<file path="src/hdl/dsc_pkg.sv">
/*
 * dsc_pkg: register indices, reset values, field positions and sync
 * source codes of the start-up configuration register file.
 * Assumes each 16-bit register sits in one aligned 32-bit APB word.
 */
package dsc_pkg;

    // data and address widths
    localparam int REG_W  = 16;
    localparam int IDX_W  = 6;
    localparam int NREG   = 21;
    localparam int SLOT_W = 5;

    // register indices; byte address is four times the index
    localparam logic [IDX_W-1:0] IDX_CORE_FEATURE_CONTROL      = 6'h00;
    localparam logic [IDX_W-1:0] IDX_PARITY_ALARM_ENABLE       = 6'h01;
    localparam logic [IDX_W-1:0] IDX_OUTPUT_SHUTOFF_MIXER_CTRL = 6'h02;
    localparam logic [IDX_W-1:0] IDX_OUTPUT_CURRENT_CTRL       = 6'h03;
    localparam logic [IDX_W-1:0] IDX_ALARM_FLAGS               = 6'h05;
    localparam logic [IDX_W-1:0] IDX_ALARM_OUTPUT_MASK         = 6'h07;
    localparam logic [IDX_W-1:0] IDX_CHAN_I_OFFSET_CORR        = 6'h08;
    localparam logic [IDX_W-1:0] IDX_FIFO_AND_CHAN_Q_OFFSET    = 6'h09;
    localparam logic [IDX_W-1:0] IDX_CHAN_I_GAIN_CORR          = 6'h0c;
    localparam logic [IDX_W-1:0] IDX_CHAN_Q_GAIN_COARSE_MIX    = 6'h0d;
    localparam logic [IDX_W-1:0] IDX_IQ_PHASE_CORR             = 6'h10;
    localparam logic [IDX_W-1:0] IDX_NCO_PHASE_OFFSET          = 6'h12;
    localparam logic [IDX_W-1:0] IDX_NCO_FREQ_UPPER            = 6'h14;
    localparam logic [IDX_W-1:0] IDX_NCO_FREQ_LOWER            = 6'h15;
    localparam logic [IDX_W-1:0] IDX_PLL_MAIN_CTRL             = 6'h18;
    localparam logic [IDX_W-1:0] IDX_PLL_DIVIDER_CTRL          = 6'h19;
    localparam logic [IDX_W-1:0] IDX_PLL_VCO_TUNE              = 6'h1a;
    localparam logic [IDX_W-1:0] IDX_REFERENCE_SELECT          = 6'h1b;
    localparam logic [IDX_W-1:0] IDX_QMC_SYNC_SOURCE           = 6'h1e;
    localparam logic [IDX_W-1:0] IDX_MIXER_FORMATTER_SYNC_SRC  = 6'h1f;
    localparam logic [IDX_W-1:0] IDX_FIFO_CLKDIV_SYNC_SOURCE   = 6'h20;

    // storage slot of each register, in the order above
    localparam logic [IDX_W-1:0] REG_IDX [NREG] = '{
        IDX_CORE_FEATURE_CONTROL, IDX_PARITY_ALARM_ENABLE, IDX_OUTPUT_SHUTOFF_MIXER_CTRL,
        IDX_OUTPUT_CURRENT_CTRL, IDX_ALARM_FLAGS, IDX_ALARM_OUTPUT_MASK,
        IDX_CHAN_I_OFFSET_CORR, IDX_FIFO_AND_CHAN_Q_OFFSET, IDX_CHAN_I_GAIN_CORR,
        IDX_CHAN_Q_GAIN_COARSE_MIX, IDX_IQ_PHASE_CORR, IDX_NCO_PHASE_OFFSET,
        IDX_NCO_FREQ_UPPER, IDX_NCO_FREQ_LOWER, IDX_PLL_MAIN_CTRL, IDX_PLL_DIVIDER_CTRL,
        IDX_PLL_VCO_TUNE, IDX_REFERENCE_SELECT, IDX_QMC_SYNC_SOURCE,
        IDX_MIXER_FORMATTER_SYNC_SRC, IDX_FIFO_CLKDIV_SYNC_SOURCE
    };

    // reset values
    localparam logic [REG_W-1:0] RST_CORE_FEATURE = 16'h049c;
    localparam logic [REG_W-1:0] RST_PARITY_ALARM = 16'h050e;
    localparam logic [REG_W-1:0] RST_SHUTOFF_MIX  = 16'h7000;
    localparam logic [REG_W-1:0] RST_CURRENT      = 16'hf000;
    localparam logic [REG_W-1:0] RST_ALARM_MASK   = 16'hffff;
    localparam logic [REG_W-1:0] RST_Q_OFFSET     = 16'h8000;
    localparam logic [REG_W-1:0] RST_GAIN         = 16'h0400;
    localparam logic [REG_W-1:0] RST_ZERO         = 16'h0000;

    localparam logic [REG_W-1:0] REG_RST [NREG] = '{
        RST_CORE_FEATURE, RST_PARITY_ALARM, RST_SHUTOFF_MIX, RST_CURRENT, RST_ZERO,
        RST_ALARM_MASK, RST_ZERO, RST_Q_OFFSET, RST_GAIN, RST_GAIN, RST_ZERO, RST_ZERO,
        RST_ZERO, RST_ZERO, RST_ZERO, RST_ZERO, RST_ZERO, RST_ZERO, RST_ZERO, RST_ZERO,
        RST_ZERO
    };

    // slots that the logic reads directly
    localparam int S_CORE     = 0;
    localparam int S_SHUTOFF  = 2;
    localparam int S_CURRENT  = 3;
    localparam int S_ALARMS   = 4;
    localparam int S_MASK     = 5;
    localparam int S_FREQ_UP  = 12;
    localparam int S_FREQ_LO  = 13;
    localparam int S_PLL_MAIN = 14;
    localparam int S_MIXSYNC  = 19;
    localparam int S_FIFOSYNC = 20;

    // field positions
    localparam int B_CLKDIV_SYNC_ENA = 2;
    localparam int B_ALARM_POL       = 3;
    localparam int B_ALARM_OUT_ENA   = 4;
    localparam int B_SIF_TXENABLE    = 0;
    localparam int B_SIF_SYNC        = 1;
    localparam int B_PLL_NDIVSYNC    = 11;
    localparam int B_CLKDIV_SEL      = 0;
    localparam int B_SHUT_DACCLK     = 14;
    localparam int B_SHUT_DATACLK    = 13;
    localparam int B_SHUT_COLLISION  = 12;
    localparam int B_ALM_COLLISION   = 13;
    localparam int B_ALM_DACCLK      = 10;
    localparam int B_ALM_DATACLK     = 9;
    localparam int FMT_LSB           = 2;
    localparam int FIFOIN_LSB        = 12;
    localparam int FIFOOUT_LSB       = 8;
    localparam int LFVOLT_W          = 3;

    // sync source codes; a nibble is a mask of sources
    localparam logic [3:0] SEL_SYNC  = 4'h1;
    localparam logic [3:0] SEL_FRAME = 4'h2;
    localparam logic [3:0] SEL_DIVIDER_OUTPUT_STROBE  = 4'h4;
    localparam logic [1:0] FMT_FRAME = 2'h0;
    localparam logic [1:0] FMT_SYNC  = 2'h1;
    localparam logic       CLKDIV_FROM_DIVIDER_OUTPUT_STROBE = 1'b0;

    // apb answer
    localparam logic [31:0] RDATA_NONE = 32'h0000_0000;

endpackage

</file>
<file path="src/hdl/dsc_edge_detect.sv">
/*
 * dsc_edge_detect: registered rising-edge detector, one per strobe.
 * Assumes the strobes are already synchronous to core_clk.
 */
`timescale 1ns/1ns
module dsc_edge_detect #(
    parameter int W = 3
) (
    // clock and reset
    input  wire logic         core_clk,
    input  wire logic         arst_n,
    // strobes in, one-cycle rise pulses out
    input  wire logic [W-1:0] level,
    output logic      [W-1:0] rise
);
    typedef struct packed {
        logic [W-1:0] prev;
        logic [W-1:0] rise;
    } dsc_edge_t;

    dsc_edge_t st;
    dsc_edge_t next_st;

    // one lane per strobe
    always_comb begin
        next_st = st;
        for (int i = 0; i < W; i++) begin
            next_st.rise[i] = level[i] & ~st.prev[i];
            next_st.prev[i] = level[i];
        end
    end

    always_ff @(posedge core_clk or negedge arst_n) begin
        if (!arst_n) begin
            st <= '0;
        end else begin
            st <= next_st;
        end
    end

    assign rise = st.rise;
endmodule

</file>
<file path="src/hdl/dsc_alarm_latch.sv">
/*
 * dsc_alarm_latch: sticky alarm bits, set by hardware events, cleared
 * by a register write (bits written as zero clear).
 * Assumes clr_strobe is a one-cycle pulse with clr_data valid.
 */
`timescale 1ns/1ns
module dsc_alarm_latch #(
    parameter int W = 16
) (
    // clock and reset
    input  wire logic         core_clk,
    input  wire logic         arst_n,
    // hardware events
    input  wire logic [W-1:0] set_evt,
    // software clear
    input  wire logic         clr_strobe,
    input  wire logic [W-1:0] clr_data,
    // latched flags
    output logic      [W-1:0] flags
);
    typedef struct packed {
        logic [W-1:0] flags;
    } dsc_alarm_t;

    dsc_alarm_t st;
    dsc_alarm_t next_st;

    // an event in the clear cycle survives: the set is or-ed in last
    always_comb begin
        next_st = st;
        if (clr_strobe) begin
            next_st.flags = st.flags & clr_data;
        end
        next_st.flags = next_st.flags | set_evt;
    end

    always_ff @(posedge core_clk or negedge arst_n) begin
        if (!arst_n) begin
            st <= '0;
        end else begin
            st <= next_st;
        end
    end

    assign flags = st.flags;
endmodule

</file>
<file path="src/hdl/dsc_config_regs.sv">
/*
 * dsc_config_regs: configuration register file of a dual-channel DAC,
 * reached over APB, with the sync side effects of register writes and
 * of the sync, frame and divider strobes.
 * Assumes all pins are synchronous to core_clk; arst_n is the device
 * reset pin.
 */
// The APB register port was decided locally.
// Behaviour
// - NCO syncs on sync strobe rising edge
// - I offset write resyncs offset correction
// - phase write resyncs correction; host sets bits
// - phase offset write resyncs NCO mixer
// - writing zero clears all latched alarms
// - software sync bit syncs all corrections
`timescale 1ns/1ns
module dsc_config_regs #(
    parameter int ADDR_W = 8
) (
    // clock and reset
    input  wire logic                           core_clk,
    input  wire logic                           arst_n,
    // apb slave
    input  wire logic                           psel,
    input  wire logic                           penable,
    input  wire logic                           pwrite,
    input  wire logic [ADDR_W-1:0]              paddr,
    input  wire logic [31:0]                    pwdata,
    output logic      [31:0]                    prdata,
    output logic                                pready,
    output logic                                pslverr,
    // device pins and status inputs
    input  wire logic                           transmit_gate,
    input  wire logic                           sync_strobe,
    input  wire logic                           frame_strobe,
    input  wire logic                           divider_output_strobe,
    input  wire logic [dsc_pkg::REG_W-1:0]      alarm_events,
    input  wire logic [dsc_pkg::LFVOLT_W-1:0]   pll_loop_voltage,
    // sync pulses to the datapath
    output logic                                qmc_offset_sync,
    output logic                                qmc_corr_sync,
    output logic                                nco_mixer_sync,
    output logic                                nco_accum_sync,
    output logic                                formatter_sync,
    output logic                                fifo_in_ptr_sync,
    output logic                                fifo_out_ptr_sync,
    output logic                                clkdiv_sync,
    output logic                                pll_ndiv_sync,
    // configuration and status outputs
    output logic [31:0]                         nco_freq_word_ab,
    output logic [dsc_pkg::REG_W-1:0]           feature_control,
    output logic [dsc_pkg::REG_W-1:0]           current_control,
    output logic                                alarm_out,
    output logic                                tx_active,
    output logic                                output_mute
);
    import dsc_pkg::*;

    typedef struct packed {
        logic [NREG-1:0][REG_W-1:0] regs;
        logic [31:0]                prdata;
        logic                       pready;
        logic                       pslverr;
        logic                       qmc_offset_sync;
        logic                       qmc_corr_sync;
        logic                       nco_mixer_sync;
        logic                       nco_accum_sync;
        logic                       formatter_sync;
        logic                       fifo_in_ptr_sync;
        logic                       fifo_out_ptr_sync;
        logic                       clkdiv_sync;
        logic                       pll_ndiv_sync;
        logic [31:0]                freq_word;
        logic                       alarm_out;
        logic                       tx_active;
        logic                       output_mute;
    } dsc_state_t;

    dsc_state_t st;
    dsc_state_t next_st;

    logic [2:0]       strobe_rise;
    logic [REG_W-1:0] alarm_flags;
    logic             alarm_clr;

    // address decode for the current request
    logic             hit;
    logic [SLOT_W-1:0] slot;
    logic [IDX_W-1:0] req_idx;
    logic             wr_commit;

    assign req_idx = paddr[IDX_W+1:2];

    always_comb begin
        hit  = 1'b0;
        slot = '0;
        for (int i = 0; i < NREG; i++) begin
            if (paddr[1:0] == 2'h0 && req_idx == REG_IDX[i]) begin
                hit  = 1'b1;
                slot = SLOT_W'(i);
            end
        end
    end

    // a write lands only on the edge that also ends the access phase
    assign wr_commit = psel & penable & pwrite & st.pready & hit;
    assign alarm_clr = wr_commit & (slot == SLOT_W'(S_ALARMS));

    // strobe lanes: 0 sync, 1 frame, 2 divider output
    dsc_edge_detect #(
        .W (3)
    ) u_edges (
        .core_clk (core_clk),
        .arst_n   (arst_n),
        .level    ({divider_output_strobe, frame_strobe, sync_strobe}),
        .rise     (strobe_rise)
    );

    dsc_alarm_latch #(
        .W (REG_W)
    ) u_alarms (
        .core_clk   (core_clk),
        .arst_n     (arst_n),
        .set_evt    (alarm_events),
        .clr_strobe (alarm_clr),
        .clr_data   (pwdata[REG_W-1:0]),
        .flags      (alarm_flags)
    );

    // next state: bus slave, register writes and their sync side effects
    always_comb begin
        logic             sw_sync_rise;
        logic [REG_W-1:0] core;
        logic [REG_W-1:0] mix;
        logic [REG_W-1:0] fifo;
        logic [REG_W-1:0] rd;
        logic             alarm_act;
        logic             tx_on;
        sw_sync_rise = 1'b0;
        core         = st.regs[S_CORE];
        mix          = st.regs[S_MIXSYNC];
        fifo         = st.regs[S_FIFOSYNC];
        rd           = RST_ZERO;
        alarm_act    = 1'b0;
        tx_on        = 1'b0;
        next_st      = st;

        // one access cycle: answer prepared in setup
        next_st.pready  = psel & ~penable;
        next_st.pslverr = psel & ~penable & ~hit;
        next_st.prdata  = RDATA_NONE;
        if (psel && !penable && hit) begin
            rd = st.regs[slot];
            if (slot == SLOT_W'(S_ALARMS)) begin
                rd = alarm_flags;
            end
            if (slot == SLOT_W'(S_PLL_MAIN)) begin
                rd[LFVOLT_W-1:0] = pll_loop_voltage;
            end
            next_st.prdata = {16'h0000, rd};
        end

        // write-triggered resyncs default low
        next_st.qmc_offset_sync = 1'b0;
        next_st.qmc_corr_sync   = 1'b0;
        next_st.nco_mixer_sync  = 1'b0;
        if (wr_commit && slot != SLOT_W'(S_ALARMS)) begin
            next_st.regs[slot] = pwdata[REG_W-1:0];
            // 0-to-1 step syncs; clear to re-arm
            if (slot == SLOT_W'(S_MIXSYNC)) begin
                sw_sync_rise = pwdata[B_SIF_SYNC] & ~mix[B_SIF_SYNC];
            end
            if (req_idx == IDX_CHAN_I_OFFSET_CORR) begin
                next_st.qmc_offset_sync = 1'b1;
            end
            if (req_idx == IDX_IQ_PHASE_CORR) begin
                next_st.qmc_corr_sync = 1'b1;
            end
            if (req_idx == IDX_NCO_PHASE_OFFSET) begin
                next_st.nco_mixer_sync = 1'b1;
            end
        end
        if (sw_sync_rise) begin
            next_st.qmc_offset_sync = 1'b1;
            next_st.qmc_corr_sync   = 1'b1;
        end

        // 32-bit word assembled from the two halves
        next_st.freq_word = {st.regs[S_FREQ_UP], st.regs[S_FREQ_LO]};

        // strobe-driven syncs; all but nco_accum_sync qualified by a selection or enable bit
        next_st.nco_accum_sync = strobe_rise[0];
        next_st.formatter_sync =
            (mix[FMT_LSB+:2] == FMT_FRAME && strobe_rise[1]) ||
            (mix[FMT_LSB+:2] == FMT_SYNC && strobe_rise[0]);
        // source mask bits line up with the strobe lanes
        next_st.fifo_in_ptr_sync  = |(fifo[FIFOIN_LSB+:4] & {1'b0, strobe_rise});
        next_st.fifo_out_ptr_sync = |(fifo[FIFOOUT_LSB+:4] & {1'b0, strobe_rise});
        next_st.clkdiv_sync = core[B_CLKDIV_SYNC_ENA] &&
            ((fifo[B_CLKDIV_SEL] == CLKDIV_FROM_DIVIDER_OUTPUT_STROBE) ? strobe_rise[2] : strobe_rise[1]);
        next_st.pll_ndiv_sync = st.regs[S_PLL_MAIN][B_PLL_NDIVSYNC] && strobe_rise[0];

        // alarm pin: unmasked latched alarms, polarity selectable
        alarm_act = |(alarm_flags & ~st.regs[S_MASK]) & core[B_ALARM_OUT_ENA];
        next_st.alarm_out = core[B_ALARM_POL] ? alarm_act : ~alarm_act;

        // transmit enable from pin or register bit
        tx_on = transmit_gate | st.regs[S_CURRENT][B_SIF_TXENABLE];
        next_st.tx_active = tx_on;
        // mute holds until software clears the flag
        next_st.output_mute = ~tx_on |
            (st.regs[S_SHUTOFF][B_SHUT_DACCLK] & alarm_flags[B_ALM_DACCLK]) |
            (st.regs[S_SHUTOFF][B_SHUT_DATACLK] & alarm_flags[B_ALM_DATACLK]) |
            (st.regs[S_SHUTOFF][B_SHUT_COLLISION] & alarm_flags[B_ALM_COLLISION]);
    end

    always_ff @(posedge core_clk or negedge arst_n) begin
        if (!arst_n) begin
            st             <= '0;
            st.output_mute <= 1'b1;
            for (int i = 0; i < NREG; i++) begin
                st.regs[i] <= REG_RST[i];
            end
        end else begin
            st <= next_st;
        end
    end

    // outputs straight from the state register
    assign prdata            = st.prdata;
    assign pready            = st.pready;
    assign pslverr           = st.pslverr;
    assign qmc_offset_sync   = st.qmc_offset_sync;
    assign qmc_corr_sync     = st.qmc_corr_sync;
    assign nco_mixer_sync    = st.nco_mixer_sync;
    assign nco_accum_sync    = st.nco_accum_sync;
    assign formatter_sync    = st.formatter_sync;
    assign fifo_in_ptr_sync  = st.fifo_in_ptr_sync;
    assign fifo_out_ptr_sync = st.fifo_out_ptr_sync;
    assign clkdiv_sync       = st.clkdiv_sync;
    assign pll_ndiv_sync     = st.pll_ndiv_sync;
    assign nco_freq_word_ab  = st.freq_word;
    assign feature_control   = st.regs[S_CORE];
    assign current_control   = st.regs[S_CURRENT];
    assign alarm_out         = st.alarm_out;
    assign tx_active         = st.tx_active;
    assign output_mute       = st.output_mute;
endmodule

</file>
<file path="config.mk">
export PLATFORM = sky130hd
export DESIGN_NAME = dsc_config_regs
export DESIGN_NICKNAME = d
export VERILOG_FILES = /design/src/hdl/dsc_pkg.sv /design/src/hdl/dsc_edge_detect.sv /design/src/hdl/dsc_alarm_latch.sv /design/src/hdl/dsc_config_regs.sv
export SDC_FILE = /design/constraint.sdc
export NUM_CORES = 1
export LEC_CHECK = 0
export BUFFER_PORTS_ARGS = -buffer_cell sky130_fd_sc_hd__buf_2
export CAP_MARGIN = 15
export CORE_MARGIN = 2
export CORE_UTILIZATION = 40
export CTS_CLUSTER_DIAMETER = 60
export DETAILED_ROUTE_END_ITERATION = 10
export PLACE_DENSITY_LB_ADDON = 0.05
export SLEW_MARGIN = 0
export SYNTH_ARGS = -nofsm -noshare
export SYNTH_HDL_FRONTEND = slang
export SYNTH_SLANG_ARGS = --single-unit
export TNS_END_PERCENT = 1
</file>
<file path="constraint.sdc">
create_clock -name core_clk -period 2.5 [get_ports core_clk]
set_input_delay 0.5 -clock core_clk [delete_from_list [all_inputs] [get_ports core_clk]]
set_output_delay 0.5 -clock core_clk [all_outputs]
set_load 0.01 [all_outputs]
</file>
==> results.py <==
metrics = {
    "clock_network": {
        "ctsHtreeMaxLevel": 2,
        "clock-sinks": 420,
        "cts_tree": "done",
        "numCtsBuffers": 48,
        "clk_path_buf_depth": 3,
        "clk_pin_slew_ns": 0.06,
        "clk_latency_ns": 0.60,
        "ctsRootBufferMaster": "clkbuf_16",
    },
    "timing": {
        "holdWs_ns": 0.0869,
        "finalHoldViolCount": 0,
        "fin_ws_ns": -0.0227,
        "fmax_ghz": 0.396,
        "skew_ns": 0.0206,
        "period_needed_ns": 2.52,
        "drv_slew": 0,
        "maxSlewHeadroom_pct": 56.6,
        "tightestPinTransition_ns": 0.645,
        "period_share_pct": 101,
        "finalSetupViolCount": 2,
        "rsz0062_at_grt": "yes",
    },
    "die": {
        "core_area_mm2": 0.0487,
        "ios": 178,
        "die-width_um": 226,
        "die_area_mm2": 0.0510,
        "floorplan.initialDensity_pct": 40.4,
        "die_h_um": 226,
        "num_rows": 81,
    },
    "power": {
        "leakage_nw": 11.5,
        "max-vdd-ir-drop_mv": 0.455,
        "total_power_mw": 15.2,
        "powerDensity_mw_per_mm2": 637,
    },
    "final_layout": {
        "instances_no_fill": 2514,
        "nets": 1879,
        "fillers": 4460,
        "syn_to_final_growth_pct": 21.3,
        "multi_input_area_mm2": 0.00790,
        "antenna_cells": 0,
        "drive_above_1_share_pct": 46.4,
        "stdcell_area_mm2": 0.0239,
        "regArea_mm2": 0.0106,
    },
    "route": {
        "routed_wl_um": 60300,
        "drt-vias-per-instance": 5.29,
        "drc": 0,
        "vias": 13300,
        "firstDrtPassIters": 5,
        "avgRoutedWirePerCell_um": 24.0,
        "drt_iter0_drc": 755,
        "ant_nets": 0,
    },
    "logic_synthesis": {
        "synth.top_cell.area_share_pct": 48.7,
        "synth_area_per_cell_um2": 12.3,
        "synthFlopType": "dfrtp_1",
        "yosys-top-cells-area": "dfrtp_1, mux2_2, dfstp_2",
        "synth_edf_count": 0,
        "yosysWarnings": 0,
        "yosys.area.top_type": "dfrtp_1",
        "ys_ff_latch": 420,
        "async_flop_share_pct": 100,
        "syn-cell-area_mm2": 0.0197,
        "yosysSeqAreaShare_pct": 53.7,
        "yosysUniqueCellTypes": 71,
        "synth_cells": 1605,
    },
    "critical_path": {
        "timing.rr.start": "pready",
        "cp_num_buf_inv": 3,
        "cp_cell_sequence": "buf_2 > or3_1 > buf_4 > or2_2 > nand2_2 > buf_12 > mux2_2 > a22o_1 > a211oi_2 > a211oi_1",
        "crit_type": "in -> reg",
        "critPathArrivalTime_ns": 2.97,
        "crit_family": "simple AND/OR/NAND/NOR gates",
        "max_stage_delay_ns": 0.47,
        "r2r_slack_ns": 0.23,
        "crit_required_ns": 2.95,
        "critPathLaunchType": "input pin",
        "cpMaxStageDelayCell": "or3_1",
        "endpoint_kind": "register",
        "r2r-end": "st[112]",
        "cp_max_fo": 13,
        "rr_worst_depth": 8,
    },
    "placement": {
        "pre_cts_ws_ns": -0.948,
        "place_congestion": 0.865,
        "dp.cells": 2413,
        "dpl-instance-area_mm2": 0.0219,
        "port_buffers": 145,
        "hpwlAfterDp_um": 43200,
    },
    "grt": {
        "grt_max_degree": 73,
        "antenna_found_initial": 0,
        "grt_pass1_vias": 13700,
        "grt.overflow.total": 0,
        "track_usage_pct": 24.1,
        "grt_pass1_wl_um": 89900,
    },
    "hold_path": {
        "hold_start": "alarm_events[13]",
        "hp-class": "in -> reg",
        "hold_end": "u_alarms.flags[13]",
        "min_path_cells": 2,
    },
    "outcome": {
        "failed_checks": "negative setup slack",
        "status": "complete, but fails checks",
    },
    "flow_run": {
        "cap_violations": 0,
    },
}
Yosys cell counts (all sizes together) (19+ instances only):
master / number
a21oi: 58
a22oi: 33
buf: 151
clkbuf: 68
dfrtp: 383
dfstp: 37
inv: 22
mux2: 338
mux2i: 69
nand2: 159
nand2b: 19
nand3: 23
nor2: 31
nor3: 24
o21ai: 44
where the power goes:
group | internal [mW] | switching [mW] | total [mW]
combinational | 0.294 | 0.546 | 0.840
sequential | 6.84 | 0.0320 | 6.87
clock | 4.55 | 2.92 | 7.47
per-stage QoR:
stage | setup TNS [ns] | utilization [%]
global placement | -186.99 | 45.0
floorplan | -109.80 | -
detailed placement | -185.66 | 45.0
CTS | -0.104 | 48.7
finish | -0.0415 | 48.9
global route | -0.448 | 48.9
registers in the layout, indices dropped and copies added, names as in the netlist, 16 cells and up:
name,cells
st,272
nco_freq_word_ab,32
next_st,32
current_control,16
feature_control,16
prdata,16
u_alarms.flags,16
worst max-delay path by stage:
| stage | start | end | slack, ns | depth (start not counted) |
|---|---|---|---|---|
| floorplan | paddr[1] | feature_control[11] | -0.52 | 10 |
| global placement | paddr[4] | prdata[1] | -0.95 | 12 |
| detailed placement | paddr[4] | prdata[1] | -0.95 | 12 |
| CTS | paddr[2] | prdata[12] | -0.03 | 9 |
| global route | paddr[5] | prdata[8] | -0.07 | 10 |
| finish | paddr[1] | prdata[1] | -0.02 | 10 |
area by class of cell:
class	instances	share of cell area, %
repair buffers	360	11.7
flip-flops and latches	420	44.3
well taps	664	3.48
clock inverters	20	1.31
inverters	22	0.346
clock buffers	69	5.74
multi-input cells	959	33.1
layer usage:
| metal | vias up | track usage [%] | wire (um) |
|---|---|---|---|
| li1 | 5988 | - | - |
| met1 | 6934 | 34.2 | 28600 |
| met2 | 306 | 38.0 | 27700 |
| met3 | 70 | 3.19 | 2420 |
| met4 | 0 | 7.99 | 1640 |
| met5 | - | 0 | 0 |
kinds of logic (layout without fill, tap and decap cells):
| family | count (synthesis) | in the layout | share of synthesized area, % |
|---|---|---|---|
| buffers and inverters | 241 | 471 | 7.17 |
| muxes | 407 | 407 | 23.6 |
| AOI/OAI and AO/OA | 221 | 221 | 7.61 |
| other | 1 | 16 | 0.0191 |
| and+or+nand+nor | 312 | 312 | 7.77 |
| xor gates and xnor gates | 3 | 3 | 0.134 |
| DFF | 420 | 420 | 53.7 |
timing repair:
| item | 4_1_cts | 5_1_grt |
|---|---|---|
| resized for setup | 14 | 22 |
| endpoints found under the setup margin | 32 | 183 |
| hold buffers | 4 | 0 |
| endpoints found under the hold margin | 39 | 0 |
| setup buffers | 2 | 6 |
| cloned | 0 | 0 |
| pin swaps | 4 | 7 |
layout by cell type (no fill, tap or decap), types with 8 or more instances in the layout:
master       n
dfrtp_1    383
mux2_2     298
buf_4      171
nand2_1    152
buf_2      144
mux2i_1     69
a21oi_1     57
clkbuf_16   48
mux2_4      40
dfstp_2     37
o21ai_0     35
buf_12      33
a22oi_1     28
nor2_1      26
nand3_1     23
inv_1       22
nand2b_1    19
nor3_1      16
conb_1      16
nand4_1     14
o211ai_1    12
clkbuf_1    12
a211oi_1     9
o22ai_1      9
clkbuf_8     9
clkinv_2     8
Power figures use the tool's default switching activity.
